### src/verilog/sdc_pkg.sv
// Constants, register map and carrier types for the SDI demo status and control block.
package sdc_pkg;
   // Register byte offsets on the AXI4-Lite bus.
   localparam logic [7:0] STATUS_OFS = 8'h00;
   localparam logic [7:0] CTRL_OFS = 8'h04;
   localparam logic [7:0] HBDIV_OFS = 8'h08;
   localparam logic [7:0] ERRS_OFS = 8'h0C;
   localparam int ADDR_W = 8;

   // Values after reset, and the full count of the age counter.
   localparam logic [31:0] CTRL_RESET = 32'h0000_0000;
   localparam logic [31:0] HBDIV_RESET = 32'h0000_0010;
   localparam logic [3:0] ERRS_RESET = 4'h0;
   localparam logic [1:0] AGE_FULL = 2'h3;

   // Control register fields.
   localparam int CTRL_OVR_BIT = 0;
   localparam int CTRL_STD_LSB = 1;
   localparam int CTRL_CLR_BIT = 3;

   // Status register fields above the receiver status word.
   localparam int ST_TXSTD_LSB = 13;
   localparam int ST_HEART_BIT = 15;
   localparam int ST_SYSRST_BIT = 16;
   localparam int ST_CLR_BIT = 17;

   // Position of the four error flags inside the receiver status word.
   localparam int ERR_LSB = 7;

   // Video standard codes, shared by receive, transmit and switch settings.
   localparam logic [1:0] STD_SD = 2'h0;
   localparam logic [1:0] STD_HD = 2'h1;
   localparam logic [1:0] STD_3GA = 2'h3;
   localparam logic [1:0] STD_3GB = 2'h2;

   // AXI response codes.
   localparam logic [1:0] RESP_OKAY = 2'h0;
   localparam logic [1:0] RESP_SLVERR = 2'h2;

   // Receiver and extractor status, most significant field first.
   typedef struct packed {
      logic [1:0] rx_std;
      logic aud_pkt_err;
      logic cs_crc_err;
      logic anc_par_err;
      logic anc_csum_err;
      logic frame_lock;
      logic trs_lock;
      logic align_lock;
      logic [3:0] grp;
   } sdc_rx_status_t;

   // User switch bank: system reset, status clear, standard select.
   typedef struct packed {
      logic sys_reset;
      logic status_clr;
      logic [1:0] std;
   } sdc_switch_t;
endpackage

### src/verilog/sdc_sync.sv
// Two flip-flop synchroniser for asynchronous level inputs.
`timescale 1ns/1ps
module sdc_sync #(
   parameter int W = 1
) (
   input wire logic clk,
   input wire logic rst_n,
   input wire logic [W-1:0] d,
   output logic [W-1:0] q
);
   logic [W-1:0] meta_reg;
   logic [W-1:0] q_reg;

   // The first stage feeds only the second stage.
   always_ff @(posedge clk) begin
      if (!rst_n) begin
         meta_reg <= '0;
         q_reg <= '0;
      end else begin
         meta_reg <= d;
         q_reg <= meta_reg;
      end
   end

   assign q = q_reg;
endmodule

### src/verilog/sdc_status_top.sv
// Indicator and switch decode logic of the SDI audio demo, with an AXI4-Lite register slave.
// Functional notes
// - Four group LEDs follow the presence of audio groups 1 to 4 in the incoming audio.
// - The alignment LED is lit while the receiver reports word alignment lock.
// - The timing-reference LED is lit while the receiver reports TRS lock.
// - The frame LED is lit while the receiver reports frame lock.
// - The heartbeat LED toggles from the recovered clock so it blinks while that clock runs.
// - Ancillary checksum and parity failures each have their own LED.
// - Channel status CRC and audio packet failures each have their own LED.
// - The receive standard LEDs show 00 SD, 01 HD, 11 3G level A, 10 3G level B.
// - The transmit standard LEDs show the pattern generator standard in the same code.
// - One switch resets the system, a second clears the extractor status, the other two form the standard setting.
// - A two-bit switch setting, or the control register standard field while its override bit is set, selects the generated standard for both transmitters.
// - The selected standard enables groups 1, 1-2, 1-3 or 1-4 for codes 00, 01, 11, 10.
// - Logic on the oversampling clock is an independent domain reached only through synchronisers.
`timescale 1ns/1ps
module sdc_status_top #(
   parameter int HB_W = 16
) (
   input wire logic CORE_CLK,
   input wire logic RESET_N,
   input wire sdc_pkg::sdc_rx_status_t RX_STATUS,
   input wire logic RX_CLK_DIV,
   input wire sdc_pkg::sdc_switch_t SWITCHES,
   output logic [3:0] LED_GROUP,
   output logic LED_ALIGN,
   output logic LED_TRS,
   output logic LED_FRAME,
   output logic LED_HEART,
   output logic LED_ANC_CSUM,
   output logic LED_ANC_PARITY,
   output logic LED_CS_CRC,
   output logic LED_AUD_PKT,
   output logic [1:0] LED_RX_STD,
   output logic [1:0] LED_TX_STD,
   output logic SYS_RESET_OUT,
   output logic EXT_STATUS_CLR,
   output logic [1:0] TX_STD_SEL,
   output logic [3:0] EMBED_GROUP_EN,
   input wire logic [7:0] S_AXI_AWADDR,
   input wire logic S_AXI_AWVALID,
   output logic S_AXI_AWREADY,
   input wire logic [31:0] S_AXI_WDATA,
   input wire logic [3:0] S_AXI_WSTRB,
   input wire logic S_AXI_WVALID,
   output logic S_AXI_WREADY,
   output logic [1:0] S_AXI_BRESP,
   output logic S_AXI_BVALID,
   input wire logic S_AXI_BREADY,
   input wire logic [7:0] S_AXI_ARADDR,
   input wire logic S_AXI_ARVALID,
   output logic S_AXI_ARREADY,
   output logic [31:0] S_AXI_RDATA,
   output logic [1:0] S_AXI_RRESP,
   output logic S_AXI_RVALID,
   input wire logic S_AXI_RREADY
);
   // Embed enables for a standard code: one more group per step of the code sequence.
   function automatic logic [3:0] embed_decode(input logic [1:0] std);
      case (std)
         sdc_pkg::STD_SD: embed_decode = 4'h1;
         sdc_pkg::STD_HD: embed_decode = 4'h3;
         sdc_pkg::STD_3GA: embed_decode = 4'h7;
         default: embed_decode = 4'hF;
      endcase
   endfunction

   // Applies byte enables to a 32-bit register.
   function automatic logic [31:0] strb_merge(input logic [31:0] old, input logic [31:0] wd, input logic [3:0] st);
      for (int i = 0; i < 4; i++) begin
         strb_merge[8*i +: 8] = st[i] ? wd[8*i +: 8] : old[8*i +: 8];
      end
   endfunction

   sdc_pkg::sdc_rx_status_t rx_s;
   sdc_pkg::sdc_switch_t sw_s;
   logic hb_s;

   sdc_sync #(.W($bits(sdc_pkg::sdc_rx_status_t))) u_rx_sync (
      .clk(CORE_CLK),
      .rst_n(RESET_N),
      .d(RX_STATUS),
      .q(rx_s)
   );
   sdc_sync #(.W($bits(sdc_pkg::sdc_switch_t))) u_sw_sync (
      .clk(CORE_CLK),
      .rst_n(RESET_N),
      .d(SWITCHES),
      .q(sw_s)
   );
   sdc_sync #(.W(1)) u_hb_sync (
      .clk(CORE_CLK),
      .rst_n(RESET_N),
      .d(RX_CLK_DIV),
      .q(hb_s)
   );

   // Register file state.
   logic [31:0] ctrl_reg, ctrl_next;
   logic [31:0] hbdiv_reg, hbdiv_next;
   logic [3:0] errs_reg, errs_next;

   // Indicator and control output state.
   sdc_pkg::sdc_rx_status_t led_reg, led_next;
   logic [1:0] tx_std_reg, tx_std_next;
   logic [3:0] embed_reg, embed_next;
   logic sys_rst_reg, sys_rst_next;
   logic clr_reg, clr_next;
   logic heart_reg, heart_next;
   logic hb_prev_reg, hb_prev_next;
   logic [HB_W-1:0] hb_cnt_reg, hb_cnt_next;

   // AXI slave state.
   logic aw_have_reg, aw_have_next;
   logic w_have_reg, w_have_next;
   logic [7:0] waddr_reg, waddr_next;
   logic [31:0] wdata_reg, wdata_next;
   logic [3:0] wstrb_reg, wstrb_next;
   logic awready_reg, awready_next;
   logic wready_reg, wready_next;
   logic bvalid_reg, bvalid_next;
   logic [1:0] bresp_reg, bresp_next;
   logic arready_reg, arready_next;
   logic rvalid_reg, rvalid_next;
   logic [31:0] rdata_reg, rdata_next;
   logic [1:0] rresp_reg, rresp_next;

   logic [31:0] status_word;
   logic wr_fire;
   logic hb_edge;
   logic [HB_W-1:0] hb_limit;

   always_comb begin
      status_word = '0;
      status_word[$bits(sdc_pkg::sdc_rx_status_t)-1:0] = led_reg;
      status_word[sdc_pkg::ST_TXSTD_LSB +: 2] = tx_std_reg;
      status_word[sdc_pkg::ST_HEART_BIT] = heart_reg;
      status_word[sdc_pkg::ST_SYSRST_BIT] = sys_rst_reg;
      status_word[sdc_pkg::ST_CLR_BIT] = clr_reg;
   end

   // AXI write and read channels.
   always_comb begin
      aw_have_next = aw_have_reg;
      w_have_next = w_have_reg;
      waddr_next = waddr_reg;
      wdata_next = wdata_reg;
      wstrb_next = wstrb_reg;
      bvalid_next = bvalid_reg;
      bresp_next = bresp_reg;
      arready_next = arready_reg;
      rvalid_next = rvalid_reg;
      rdata_next = rdata_reg;
      rresp_next = rresp_reg;
      wr_fire = 1'b0;
      if (S_AXI_AWVALID && awready_reg) begin
         aw_have_next = 1'b1;
         waddr_next = S_AXI_AWADDR;
      end
      if (S_AXI_WVALID && wready_reg) begin
         w_have_next = 1'b1;
         wdata_next = S_AXI_WDATA;
         wstrb_next = S_AXI_WSTRB;
      end
      if (bvalid_reg && S_AXI_BREADY) begin
         bvalid_next = 1'b0;
      end
      if (aw_have_reg && w_have_reg && !bvalid_reg) begin
         wr_fire = 1'b1;
         aw_have_next = 1'b0;
         w_have_next = 1'b0;
         bvalid_next = 1'b1;
         case (waddr_reg[7:2])
            sdc_pkg::CTRL_OFS[7:2], sdc_pkg::HBDIV_OFS[7:2], sdc_pkg::ERRS_OFS[7:2]: bresp_next = sdc_pkg::RESP_OKAY;
            default: bresp_next = sdc_pkg::RESP_SLVERR;
         endcase
      end
      awready_next = !aw_have_next && !bvalid_next;
      wready_next = !w_have_next && !bvalid_next;
      if (S_AXI_ARVALID && arready_reg) begin
         arready_next = 1'b0;
         rvalid_next = 1'b1;
         rresp_next = sdc_pkg::RESP_OKAY;
         case (S_AXI_ARADDR[7:2])
            sdc_pkg::STATUS_OFS[7:2]: rdata_next = status_word;
            sdc_pkg::CTRL_OFS[7:2]: rdata_next = ctrl_reg;
            sdc_pkg::HBDIV_OFS[7:2]: rdata_next = hbdiv_reg;
            sdc_pkg::ERRS_OFS[7:2]: rdata_next = {28'h000_0000, errs_reg};
            default: begin
               rdata_next = '0;
               rresp_next = sdc_pkg::RESP_SLVERR;
            end
         endcase
      end
      if (rvalid_reg && S_AXI_RREADY) begin
         rvalid_next = 1'b0;
         arready_next = 1'b1;
      end
      // A new read address is taken whenever no read answer is pending.
      arready_next = !rvalid_next;
   end

   // Registers, sticky error flags and the self-clearing status clear bit.
   always_comb begin
      ctrl_next = ctrl_reg;
      hbdiv_next = hbdiv_reg;
      errs_next = errs_reg;
      ctrl_next[sdc_pkg::CTRL_CLR_BIT] = 1'b0;
      if (wr_fire && waddr_reg[7:2] == sdc_pkg::CTRL_OFS[7:2]) begin
         ctrl_next = strb_merge(ctrl_reg, wdata_reg, wstrb_reg);
      end
      if (wr_fire && waddr_reg[7:2] == sdc_pkg::HBDIV_OFS[7:2]) begin
         hbdiv_next = strb_merge(hbdiv_reg, wdata_reg, wstrb_reg);
      end
      if (wr_fire && waddr_reg[7:2] == sdc_pkg::ERRS_OFS[7:2] && wstrb_reg[0]) begin
         errs_next = errs_reg & ~wdata_reg[3:0];
      end
      errs_next = errs_next | rx_s[sdc_pkg::ERR_LSB +: 4];
   end

   // Indicators, switch decode and heartbeat.
   always_comb begin
      hb_limit = hbdiv_reg[HB_W-1:0];
      hb_edge = hb_s ^ hb_prev_reg;
      hb_prev_next = hb_s;
      hb_cnt_next = hb_cnt_reg;
      heart_next = heart_reg;
      // toggle after a set number of recovered clock edges.
      if (hb_edge) begin
         if (hb_cnt_reg + 1'b1 >= hb_limit) begin
            hb_cnt_next = '0;
            heart_next = !heart_reg;
         end else begin
            hb_cnt_next = hb_cnt_reg + 1'b1;
         end
      end
      led_next = rx_s;
      // switch or software override selects the standard.
      if (ctrl_reg[sdc_pkg::CTRL_OVR_BIT]) begin
         tx_std_next = ctrl_reg[sdc_pkg::CTRL_STD_LSB +: 2];
      end else begin
         tx_std_next = sw_s.std;
      end
      embed_next = embed_decode(tx_std_next);
      sys_rst_next = sw_s.sys_reset;
      clr_next = sw_s.status_clr | ctrl_reg[sdc_pkg::CTRL_CLR_BIT];
   end

   always_ff @(posedge CORE_CLK) begin
      if (!RESET_N) begin
         ctrl_reg <= sdc_pkg::CTRL_RESET;
         hbdiv_reg <= sdc_pkg::HBDIV_RESET;
         errs_reg <= sdc_pkg::ERRS_RESET;
         led_reg <= '0;
         tx_std_reg <= sdc_pkg::STD_SD;
         embed_reg <= '0;
         sys_rst_reg <= 1'b0;
         clr_reg <= 1'b0;
         heart_reg <= 1'b0;
         hb_prev_reg <= 1'b0;
         hb_cnt_reg <= '0;
         aw_have_reg <= 1'b0;
         w_have_reg <= 1'b0;
         waddr_reg <= '0;
         wdata_reg <= '0;
         wstrb_reg <= '0;
         awready_reg <= 1'b0;
         wready_reg <= 1'b0;
         bvalid_reg <= 1'b0;
         bresp_reg <= sdc_pkg::RESP_OKAY;
         arready_reg <= 1'b0;
         rvalid_reg <= 1'b0;
         rdata_reg <= '0;
         rresp_reg <= sdc_pkg::RESP_OKAY;
      end else begin
         ctrl_reg <= ctrl_next;
         hbdiv_reg <= hbdiv_next;
         errs_reg <= errs_next;
         led_reg <= led_next;
         tx_std_reg <= tx_std_next;
         embed_reg <= embed_next;
         sys_rst_reg <= sys_rst_next;
         clr_reg <= clr_next;
         heart_reg <= heart_next;
         hb_prev_reg <= hb_prev_next;
         hb_cnt_reg <= hb_cnt_next;
         aw_have_reg <= aw_have_next;
         w_have_reg <= w_have_next;
         waddr_reg <= waddr_next;
         wdata_reg <= wdata_next;
         wstrb_reg <= wstrb_next;
         awready_reg <= awready_next;
         wready_reg <= wready_next;
         bvalid_reg <= bvalid_next;
         bresp_reg <= bresp_next;
         arready_reg <= arready_next;
         rvalid_reg <= rvalid_next;
         rdata_reg <= rdata_next;
         rresp_reg <= rresp_next;
      end
   end

   assign LED_GROUP = led_reg.grp;
   assign LED_ALIGN = led_reg.align_lock;
   assign LED_TRS = led_reg.trs_lock;
   assign LED_FRAME = led_reg.frame_lock;
   assign LED_HEART = heart_reg;
   assign LED_ANC_CSUM = led_reg.anc_csum_err;
   assign LED_ANC_PARITY = led_reg.anc_par_err;
   assign LED_CS_CRC = led_reg.cs_crc_err;
   assign LED_AUD_PKT = led_reg.aud_pkt_err;
   assign LED_RX_STD = led_reg.rx_std;
   // transmit standard LEDs follow the generator selection.
   assign LED_TX_STD = tx_std_reg;
   assign SYS_RESET_OUT = sys_rst_reg;
   assign EXT_STATUS_CLR = clr_reg;
   assign TX_STD_SEL = tx_std_reg;
   assign EMBED_GROUP_EN = embed_reg;
   assign S_AXI_AWREADY = awready_reg;
   assign S_AXI_WREADY = wready_reg;
   assign S_AXI_BVALID = bvalid_reg;
   assign S_AXI_BRESP = bresp_reg;
   assign S_AXI_ARREADY = arready_reg;
   assign S_AXI_RVALID = rvalid_reg;
   assign S_AXI_RDATA = rdata_reg;
   assign S_AXI_RRESP = rresp_reg;

   // Cycles since reset release, saturating, so checks skip the pipeline fill.
   logic [1:0] age_reg, age_next;
   always_comb begin
      age_next = (age_reg == sdc_pkg::AGE_FULL) ? age_reg : age_reg + 2'h1;
   end
   always_ff @(posedge CORE_CLK) begin
      if (!RESET_N) begin
         age_reg <= '0;
      end else begin
         age_reg <= age_next;
      end
   end
endmodule

### config.mk
export PLATFORM = sky130hd
export DESIGN_NAME = sdc_status_top
export DESIGN_NICKNAME = d
export VERILOG_FILES = /design/src/verilog/sdc_pkg.sv /design/src/verilog/sdc_sync.sv /design/src/verilog/sdc_status_top.sv
export SDC_FILE = /design/constraint.sdc
export NUM_CORES = 1
export LEC_CHECK = 0
export BUFFER_PORTS_ARGS = -buffer_cell sky130_fd_sc_hd__buf_2
export CAP_MARGIN = 20
export CORE_UTILIZATION = 45
export DETAILED_ROUTE_END_ITERATION = 10
export PLACE_DENSITY = 0.77
export SLEW_MARGIN = 0
export SYNTH_ARGS = -nofsm -noshare
export SYNTH_HDL_FRONTEND = slang
export SYNTH_SLANG_ARGS = --single-unit
### constraint.sdc
create_clock -name CORE_CLK -period 5.65 [get_ports CORE_CLK]
set_input_delay 0 -clock CORE_CLK [delete_from_list [all_inputs] [get_ports CORE_CLK]]
set_output_delay 0 -clock CORE_CLK [all_outputs]
set_load 0.03 [all_outputs]
==> results.md, run 1 <==
* Yosys top cell by area: dfxtp_1
* IO Port Bufs at roughly 140
* Worst Path Buf+Inv at 1
* Synth-to-layout area growth at 25.8%
* Core Footprint at between 0.015 and 0.02 mm²
* Top-count cell post-synth: dfxtp_1
* Async SR Flop Fraction at 0
* R2R cell count at 13
* Adder-Cell Fraction of Synth Area at 0.0242
* CP Class: reg2reg
* Max-slew violations at 0
* Remaining DRCs at 0
* Crit Reg-Reg Endpoint: hb_cnt_reg[10]
* Slew headroom at 0.442
* Clock Path Buffers at 3
* Pleak at 4.40 nW
* Clock Sinks at 225
* Period utilization at 0.574
* CP startpoint: hb_cnt_reg[0]
* Antenna Cells at 0
* # Post-CTS Setup Buffers at 0
* Post-synthesis cell area at approximately 0.009 mm²
* Largest family of logic cells by synthesized area: simple AND/OR/NAND/NOR gates
* Vias per cell at between 5 and 6
* Seq pwr share at 0.489
* Simple-gate area share of the yosys netlist at 0.227
* Max_cap viols at 0
* Cells after synthesis at approximately 1000
* Die Area at about 0.02 mm²
* I/O pins at roughly 140
* Initial antenna violation count at 1
* DRT Pass-1 Iters at 5
* Largest net degree at the start of global routing at 83
* Drt wl/cell at between 15 and 20 µm
* Synth Warn # at 0
* Number of global-route vias before repair at 7231
* Fillers at approximately 1600
* RSZ-0062 raised after global routing: false
* Delay-heaviest family, CP: simple AND/OR/NAND/NOR gates
* GP Congestion at between 0.8 and 0.9
* Hold Slack at ~3.4 ps
* Die height at ~140 µm
* Slowest-stage cell, CP: dfxtp_1
* Final setup violating endpoints at 0
* Clock power frac at 0.447
* Final Hold Viols at 0
* R2R Setup Slk at around 2400 ps
* Placed Cells at roughly 1300
* CP peak stage delay at between 400 and 500 ps
* WP depth at 13
* PwrDens at roughly 300 mW/mm²
* Via Count at between 7000 and 8000
* Yosys top cell area share at 0.513
* Mux contribution to synthesized area at 0.0312
* Final setup TNS at 0 ps
* EDFF count, synth at 0
* Remaining Overflow, GRT at 0
* Post-DP HPWL at ~14000 µm
* Width of the die at roughly 140 µm
* Fmax at approximately 0.31 GHz
* Library cells used by synthesis at 42
* PostCTS Resize Cnt at 0
* Worst Max-Slew Pin Slew at between 800 and 900 ps
* Worst Setup EP: hb_cnt_reg[10]
* Num rows at 50
* Clk_lat worst skew at 510 ps
* CTS Hold Buffers Added at a little over 70
* Crit path arrival time at between 3000 and 4000 ps
* VDD IR-drop max at roughly 0.24 mV
* Complex-gate fraction of the synthesized area at 0.128
* Crit path required time at approximately 6000 ps
* CTS H-tree lvls at 1
* CP Capture Type: flop
* Post-synthesis sequential area ratio at 0.513
* CTS buffer count at 24
* CTS tree: built
* Worst Hold Class: in2reg
* Crit path cell chain: ha_1 -> and3_1 -> and2_1 -> nand2_1 -> nor2_1 -> xor2_1 -> ha_1 -> nand4_1 -> nor4_1 -> nand2_1 -> a32oi_1 -> buf_4 -> nor2_1
* Share of layout cells above drive strength 1 at 0.166
* GR Util All Layers at 0.224
* Synthesis-stage register bit count at between 200 and 250
* Combinational fraction of design power at 0.064
* Internal power at 2.64 mW
* Reg clk slew, reported paths at approximately 60 ps
* Fin cells at between 1000 and 1500
* Global-route wire length before repair at roughly 36000 µm
* CP Launch Type: flop
* Status: finished, final reports clean
* Skew final at 7.83 ps
* Final wirelength at ~22000 µm
* Avg Cell Area, Syn at 8.74 µm²
* Layout Nets at 1274
* Post-synth top cells: 225 x dfxtp_1, 184 x nand2_1, 115 x a21oi_1
* Post-DRT Antenna Nets at 0
* Synth area leaders: dfxtp_1 51%, nand2_1 7.9%, a21oi_1 6.6%, nand3_1 4.3%, and2_1 4.1%
* Switching part of the total at 0.220
* Root Buffer: clkbuf_16
* Synthesized-area fraction occupied by xor and xnor cells at 0.0299
* Reg2reg start: hb_cnt_reg[0]
* Net Switching at about 750 µW
* Crit path max fanout at 15
* Crit path time final at approximately 3200 ps
* 1st-iter DRT viols at between 300 and 400
* Top FF cell, synth: dfxtp_1
* Effective utilization at floorplan at 0.465
cell type report:
class | count | area, µm² | area share
clock buffer | 37 | 731 | 0.0662
timing repair buffer | 218 | 1480 | 0.134
multi-input combinational | 692 | 3880 | 0.352
sequential | 225 | 4500 | 0.408
tap | 260 | 325 | 0.0295
inverter | 19 | 73.8 | 0.00669
clock inverter | 3 | 40.0 | 0.00363
stage by stage:
stage	setup WS (ps)	cell area, µm²	total power [mW]	util
2_1_floorplan	2610	8780	1.80	-
3_3_place_gp	2560	9540	1.86	0.505
3_5_place_dp	2440	9540	1.87	0.505
4_1_cts	2420	11000	3.42	0.584
5_1_grt	2170	11000	3.51	0.584
6_report	2410	11000	3.39	0.584
worst reg2reg max path: cells and delay by family, from the launching register on:
kind	cells	cell delay, ps
compound gates	1	220
xor+xnor	1	90
fa+ha+maj	2	560
buf+inv	1	250
flops	1	440
simple gates	8	1580
kinds of logic after synthesis:
logic type,Yosys count
fa+ha+maj,17
buf+inv,88
flops,225
compound gates,192
xor+xnor,30
other cells,1
simple gates,429
mux,22
routing by layer:
metal	GRT usage	routed length, µm
met1	0.285	9760
met2	0.384	10600
met3	0.0358	1230
met4	0.0815	741
met5	0	0
power by group through the flow:
| stage | clock network (mW) | logic [mW] | registers, mW |
|---|---|---|---|
| 2_1_floorplan | 0 | 0.108 | 1.69 |
| 3_3_place_gp | 0 | 0.172 | 1.69 |
| 3_5_place_dp | 0 | 0.176 | 1.69 |
| 4_1_cts | 1.55 | 0.213 | 1.66 |
| 5_1_grt | 1.61 | 0.236 | 1.66 |
| 6_report | 1.52 | 0.217 | 1.66 |
placed cells by master, fill, tap and decap left out, types with 11 or more instances in the layout:
cell           count
mux2i_1           15
dlygate4sd3_1     72
o21ai_0           19
buf_2            135
clkbuf_16         25
buf_4             11
ha_1              17
xor2_1            15
inv_1             18
a22oi_1           32
and2_1            57
xnor2_1           15
a21oi_1          115
nand3_1           75
dfxtp_1          225
a22o_1            14
nor2_1            74
nand2_1          184
worst min-delay path by stage:
stage	startpoint	end	slack, ps	depth (start not counted)
after floorplan	RESET_N	EMBED_GROUP_EN[0]	30	0
after global placement	RX_STATUS[0]	u_rx_sync.meta_reg[0]	200	2
after detailed placement	RX_STATUS[4]	u_rx_sync.meta_reg[4]	210	2
after CTS	RESET_N	EMBED_GROUP_EN[0]	20	2
after global routing	RESET_N	EMBED_GROUP_EN[0]	40	2
final	RESET_N	EMBED_GROUP_EN[0]	3	2
Note: power is estimated with default switching activity, not from simulation.
==> run 2: changes to the inputs <==
PLACE_DENSITY = 0.79   (was 0.77)
clock period = 2.8 ns   (was 5.65 ns; I/O delays follow)
==> run 2 against run 1 <==
Compared with the run above:
- fmax is 19% higher
- global-route usage is 0.29 points higher
- critical path depth is 2 lower
==> results.md, run 2 (same netlist as run 1, synthesis figures left out) <==
* Largest net degree at the start of global routing at 68 (was 83)
* Reg clk slew, reported paths at 60 ps (about the same)
* Clock power frac at 0.429 (was 0.447)
* Switching part of the total at 0.223 (was 0.220)
* Layout Nets at 1297 (was 1274)
* Vias per cell at 5.24 (was 5.11)
* Most frequent cells in the layout: 220 x dfxtp_1, 184 x nand2_1, 135 x buf_2 (was 225 x dfxtp_1, 184 x nand2_1, 135 x buf_2)
* Final Instance Area at 0.0112 mm² (was 0.0110 mm²)
* Root Buffer: clkbuf_16 (unchanged)
* Initial antenna violation count at 0 (was 1)
* Period utilization at 0.970 (was 0.574)
* Post-DP HPWL at 14700 µm (was 13900 µm)
* Remaining DRCs at 0 (unchanged)
* PwrDens at 591 mW/mm² (was 307 mW/mm²)
* Max_cap viols at 0 (unchanged)
* Effective utilization at floorplan at 0.465 (unchanged)
* Final wirelength at 23000 µm (was 22300 µm)
* Remaining Overflow, GRT at 0 (unchanged)
* Post-DRT Antenna Nets at 0 (unchanged)
* Crit path required time at 3180 ps (was 6040 ps)
* Crit Reg-Reg Endpoint: hb_cnt_reg[13] (was hb_cnt_reg[10])
* Final Hold Viols at 0 (unchanged)
* Max-slew violations at 0 (unchanged)
* Antenna Cells at 0 (unchanged)
* CP startpoint: hb_cnt_reg[8] (was hb_cnt_reg[0])
* Clock Sinks at 225 (unchanged)
* Worst Hold Class: in2reg (unchanged)
* CP peak stage delay at 360 ps (was 440 ps)
* Fillers at 1646 (was 1636)
* Worst Max-Slew Pin Slew at 783 ps (was 837 ps)
* 1st-iter DRT viols at 416 (was 398)
* Commonest non-fill, non-tap cell in the layout: dfxtp_1 (unchanged)
* Number of global-route vias before repair at 7430 (was 7231)
* Final worst slack at 84.0 ps (was 2410 ps)
* Reg2reg start: hb_cnt_reg[8] (was hb_cnt_reg[0])
* Drt wl/cell at 15.6 µm (was 15.3 µm)
* Pleak at 4.48 nW (was 4.40 nW)
* DRT Pass-1 Iters at 8 (was 5)
* Clock Path Buffers at 3 (unchanged)
* CP Capture Type: flop (unchanged)
* Die Area at 0.0201 mm² (unchanged)
* Place WS at -29.8 ps (was 2440 ps)
* CTS H-tree lvls at 1 (unchanged)
* Die height at 142 µm (unchanged)
* Global-route wire length before repair at 36500 µm (was 35900 µm)
* Status: finished, final reports clean (unchanged)
* IO Port Bufs at 135 (unchanged)
* Final setup TNS at 0 ps (unchanged)
* R2R cell count at 11 (was 13)
* Net Switching at 1.48 mW (was 747 µW)
* Placed instance area at 0.00971 mm² (was 0.00954 mm²)
* Slew headroom at 0.474 (was 0.442)
* CTS buffer count at 23 (was 24)
* Slowest-stage cell, CP: dfxtp_2 (was dfxtp_1)
* Crit path time final at 2720 ps (was 3240 ps)
* Seq pwr share at 0.504 (was 0.489)
* VDD IR-drop max at 0.479 mV (was 0.243 mV)
* Via Count at 7731 (was 7434)
* Worst Setup EP: hb_cnt_reg[13] (was hb_cnt_reg[10])
* Crit path arrival time at 3100 ps (was 3630 ps)
* Post-layout util at 0.595 (was 0.584)
* Internal power at 5.15 mW (was 2.64 mW)
* Num rows at 50 (unchanged)
* CP Launch Type: flop (unchanged)
* Synth-to-layout area growth at 28.0% (was 25.8%)
* GR Util All Layers at 0.227 (was 0.224)
* Fmax at 0.368 GHz (was 0.309 GHz)
* Clk_lat worst skew at 500 ps (was 510 ps)
* Crit path cell chain: and3_4 -> nand4_1 -> nor3_2 -> xor2_1 -> ha_1 -> nand4_1 -> nor4_2 -> nand2_1 -> a32oi_2 -> buf_4 -> nor2_1 (was ha_1 -> and3_1 -> and2_1 -> nand2_1 -> nor2_1 -> xor2_1 -> ha_1 -> nand4_1 -> nor4_1 -> nand2_1 -> a32oi_1 -> buf_4 -> nor2_1)
* Width of the die at 142 µm (unchanged)
* CTS tree: built (unchanged)
* Combinational fraction of design power at 0.067 (was 0.064)
* Final setup violating endpoints at 0 (unchanged)
* Core Footprint at 0.0189 mm² (unchanged)
* Share of layout cells above drive strength 1 at 0.194 (was 0.166)
* I/O pins at 142 (unchanged)
* Skew final at 9.69 ps (was 7.83 ps)
* Top cell by count, worst path: nand4_1
* GP Congestion at 0.880 (was 0.831)
* CP Class: reg2reg (unchanged)
* Crit path max fanout at 6 (was 15)
* R2R Setup Slk at 80 ps (was 2410 ps)
[run 2: layout make-up]
class                           instances  area, µm²  area share
Multi-Input combinational cell        692       3960       0.352
Tap cell                              260        325      0.0290
Clock buffer                           35        651      0.0579
Sequential cell                       225       4520       0.402
Inverter                               19       73.8     0.00657
Timing Repair Buffer                  242       1670       0.149
Clock inverter                          3       40.0     0.00356
[run 2: worst min-delay path by stage]
stage / from / endpoint / cells past startpoint
2_1_floorplan: RESET_N / EMBED_GROUP_EN[0] / 0
3_3_place_gp: RX_STATUS[6] / u_rx_sync.meta_reg[6] / 2
3_5_place_dp: SWITCHES[0] / u_sw_sync.meta_reg[0] / 2
4_1_cts: RESET_N / S_AXI_RDATA[1] / 3
5_1_grt: RESET_N / S_AXI_RDATA[2] / 3
6_report: RESET_N / S_AXI_RDATA[1] / 3
[run 2: worst max-delay path: cells and delay by family, from the launching register on]
kind | cells | cell delay (ps)
and+or+nand+nor | 7 | 1360
DFF | 1 | 360
adders and majority gates | 1 | 330
AOI/OAI and AO/OA | 1 | 270
buffers and inverters | 1 | 190
xor gates and xnor gates | 1 | 110
[run 2: layer usage]
metal | GRT usage | vias to the layer above | share of wire
met5 | 0 | - | 0
met4 | 0.0821 | 0 | 0.033
met3 | 0.0337 | 66 | 0.055
met2 | 0.393 | 257 | 0.48
met1 | 0.287 | 3631 | 0.43
li1 | - | 3777 | -
[run 2: power groups by stage]
stage                     clock network (mW)  logic (mW)  registers [mW]
after floorplan                            0       0.219            3.41
after global placement                     0       0.354            3.41
after detailed placement                   0       0.359            3.41
after CTS                               2.89       0.435            3.34
after global routing                    3.01       0.485            3.35
final                                   2.85       0.445            3.34
[run 2: per-stage QoR]
stage	hold slack, ps	total power [mW]	cells
after floorplan	27.7	3.63	1005
after global placement	205	3.76	1360
after detailed placement	209	3.77	1360
after CTS	26.2	6.67	1468
after global routing	82.1	6.85	1476
final	13.5	6.64	1476
[run 2: repair_timing]
action / CTS / global route
endpoints found under the hold margin: 67 / 0
hold buffers: 70 / 0
pin swaps: 0 / 11
endpoints found under the setup margin: 15 / 17
buffers inserted: 0 / 8
resized for setup: 1 / 21
==> run 3: changes to the inputs <==
PLACE_DENSITY = not set   (was 0.79)
PLACE_DENSITY_LB_ADDON = 0.25   (was not set)
==> run 3 against run 2 <==
Compared with the run above:
- global-route usage decreased by 0.25 points
- critical path depth is 2 higher
- worst hold slack improved by 94 ps
- highest routed layer unchanged
- register-to-register slack about the same
==> results.md, run 3 (same netlist as run 1, synthesis figures left out) <==
* Placed instance area at 0.00977 mm² (was 0.00971 mm²)
* VDD IR-drop max at 0.428 mV (was 0.479 mV)
* Largest net degree at the start of global routing at 98 (was 68)
* Crit path arrival time at 3100 ps (about the same)
* RSZ-0062 raised after global routing: true
* Number of global-route vias before repair at 7265 (was 7430)
* Layout Nets at 1315 (was 1297)
* GR Util All Layers at 0.225 (was 0.227)
* Num rows at 50 (unchanged)
* Worst Max-Slew Pin Slew at 800 ps (was 783 ps)
* IO Port Bufs at 135 (unchanged)
* CP Class: reg2reg (unchanged)
* Reg clk slew, reported paths at 60 ps (about the same)
* Root Buffer: clkbuf_16 (unchanged)
* CP Capture Type: flop (unchanged)
* Post-layout util at 0.614 (was 0.595)
* Via Count at 7584 (was 7731)
* Crit path required time at 3200 ps (was 3180 ps)
* R2R Setup Slk at 100 ps (was 80 ps)
* DRT Pass-1 Iters at 5 (was 8)
* Final setup violating endpoints at 0 (unchanged)
* I/O pins at 142 (unchanged)
* Skew final at 11.1 ps (was 9.69 ps)
* Initial antenna violation count at 2 (was 0)
* Drt wl/cell at 15.2 µm (was 15.6 µm)
* Placed Cells at 1365 (was 1360)
* Slew headroom at 0.463 (was 0.474)
* Remaining Overflow, GRT at 0 (unchanged)
* PwrDens at 612 mW/mm² (was 591 mW/mm²)
* CTS buffer count at 24 (was 23)
* Remaining DRCs at 0 (unchanged)
* Crit path max fanout at 6 (unchanged)
* Period utilization at 0.965 (was 0.970)
* Vias per cell at 5.07 (was 5.24)
* 1st-iter DRT viols at 330 (was 416)
* Commonest non-fill, non-tap cell in the layout: dfxtp_1 (unchanged)
* Clk_lat worst skew at 510 ps (was 500 ps)
* Die height at 142 µm (unchanged)
* Fin cells at 1497 (was 1476)
* CTS tree: built (unchanged)
* Clock Sinks at 225 (unchanged)
* Die Area at 0.0201 mm² (unchanged)
* Post-DRT Antenna Nets at 0 (unchanged)
* Hold Slack at 108 ps (was 13.5 ps)
* Crit path time final at 2700 ps (was 2720 ps)
* GP Congestion at 0.882 (was 0.880)
* Final Hold Viols at 0 (unchanged)
* Synth-to-layout area growth at 32.2% (was 28.0%)
* Share of layout cells above drive strength 1 at 0.206 (was 0.194)
* Final Instance Area at 0.0116 mm² (was 0.0112 mm²)
* Width of the die at 142 µm (unchanged)
* Pleak at 4.68 nW (was 4.48 nW)
* Final setup TNS at 0 ps (unchanged)
* Effective utilization at floorplan at 0.465 (unchanged)
* CTS H-tree lvls at 1 (unchanged)
* Area occupied by multi-input gates at 0.00398 mm² (was 0.00396 mm²)
* Final wirelength at 22700 µm (was 23000 µm)
* Register area at 0.00452 mm² (about the same)
* CP Launch Type: flop (unchanged)
* Core Footprint at 0.0189 mm² (unchanged)
* Max-slew violations at 0 (unchanged)
* Status: finished, final reports clean (unchanged)
* Worst Hold Class: in2reg (unchanged)
* Post-DP HPWL at 14600 µm (was 14700 µm)
* Fmax at 0.370 GHz (was 0.368 GHz)
* Most frequent cells in the layout: 218 x dfxtp_1, 183 x nand2_1, 135 x buf_2 (was 220 x dfxtp_1, 184 x nand2_1, 135 x buf_2)
* Max_cap viols at 0 (unchanged)
* Clock Path Buffers at 3 (unchanged)
* Global-route wire length before repair at 36200 µm (was 36500 µm)
* Fillers at 1648 (was 1646)
[run 3: cell types whose count changed in the layout (fill, tap and decap cells not counted), moves of 3 or more]
| cell | previous run | this run |
|---|---|---|
| dlygate4sd3_1 | 70 | 81 |
| buf_4 | 35 | 39 |
| clkbuf_1 | 9 | 2 |
| clkbuf_16 | 23 | 26 |
[run 3: area by class of cell]
type / instances / share of cell area
Antenna cell: 1 / 0.000216
Clock buffer: 32 / 0.0605
Clock inverter: 9 / 0.0111
Inverter: 19 / 0.00636
Multi-Input combinational cell: 692 / 0.343
Sequential cell: 225 / 0.390
Tap cell: 260 / 0.0280
Timing Repair Buffer: 259 / 0.161
[run 3: through the flow]
step / total power, mW / setup WS, ps
4_1_cts: 7.14 / 22.2
2_1_floorplan: 3.63 / 72.3
5_1_grt: 7.33 / -44.3
3_5_place_dp: 3.78 / 50.1
3_3_place_gp: 3.78 / 111
6_report: 7.10 / 99.0
[run 3: repair_timing]
action | in CTS | in global routing
endpoints found under the setup margin | 0 | 17
buffers inserted | 0 | 8
hold buffers | 81 | 0
endpoints found under the hold margin | 89 | 0
gates resized for setup | 0 | 28
[run 3: final timing paths]
kind                                startpoint       endpoint  cells past startpoint
worst min register to register  u_rx_sync.q[2]   LED_GROUP[2]                      1
worst min-delay path              S_AXI_WVALID   wdata_reg[0]                      5
worst max register to register   hb_cnt_reg[1]  hb_cnt_reg[5]                     13
worst max-delay path             hb_cnt_reg[1]  hb_cnt_reg[5]                     13
[run 3: layer usage]
metal | routed length (µm) | share of wire | vias to the layer above | global-route usage
met4 | 554 | 0.024 | 0 | 0.0679
met3 | 1070 | 0.047 | 39 | 0.0317
met1 | 10200 | 0.45 | 3551 | 0.294
met2 | 10900 | 0.48 | 181 | 0.383
li1 | - | - | 3813 | -
met5 | 0 | 0 | - | 0
[run 3: where the power goes]
part | internal, mW | total (mW) | switching [mW]
sequential | 3.28 | 3.33 | 0.0574
clock | 2.03 | 3.29 | 1.26
combinational | 0.218 | 0.477 | 0.259
[run 3: worst max-delay path, stage by stage, from the launching register on]
cell	delay, ps
dfxtp_4	370
ha_4	130
and3_4	170
and2_4	180
nand2_4	70
nor2_4	80
xnor2_1	80
ha_1	290
nand4_1	150
nor4_2	320
nand2_1	150
a32oi_4	340
clkbuf_16	210
nor2_1	40
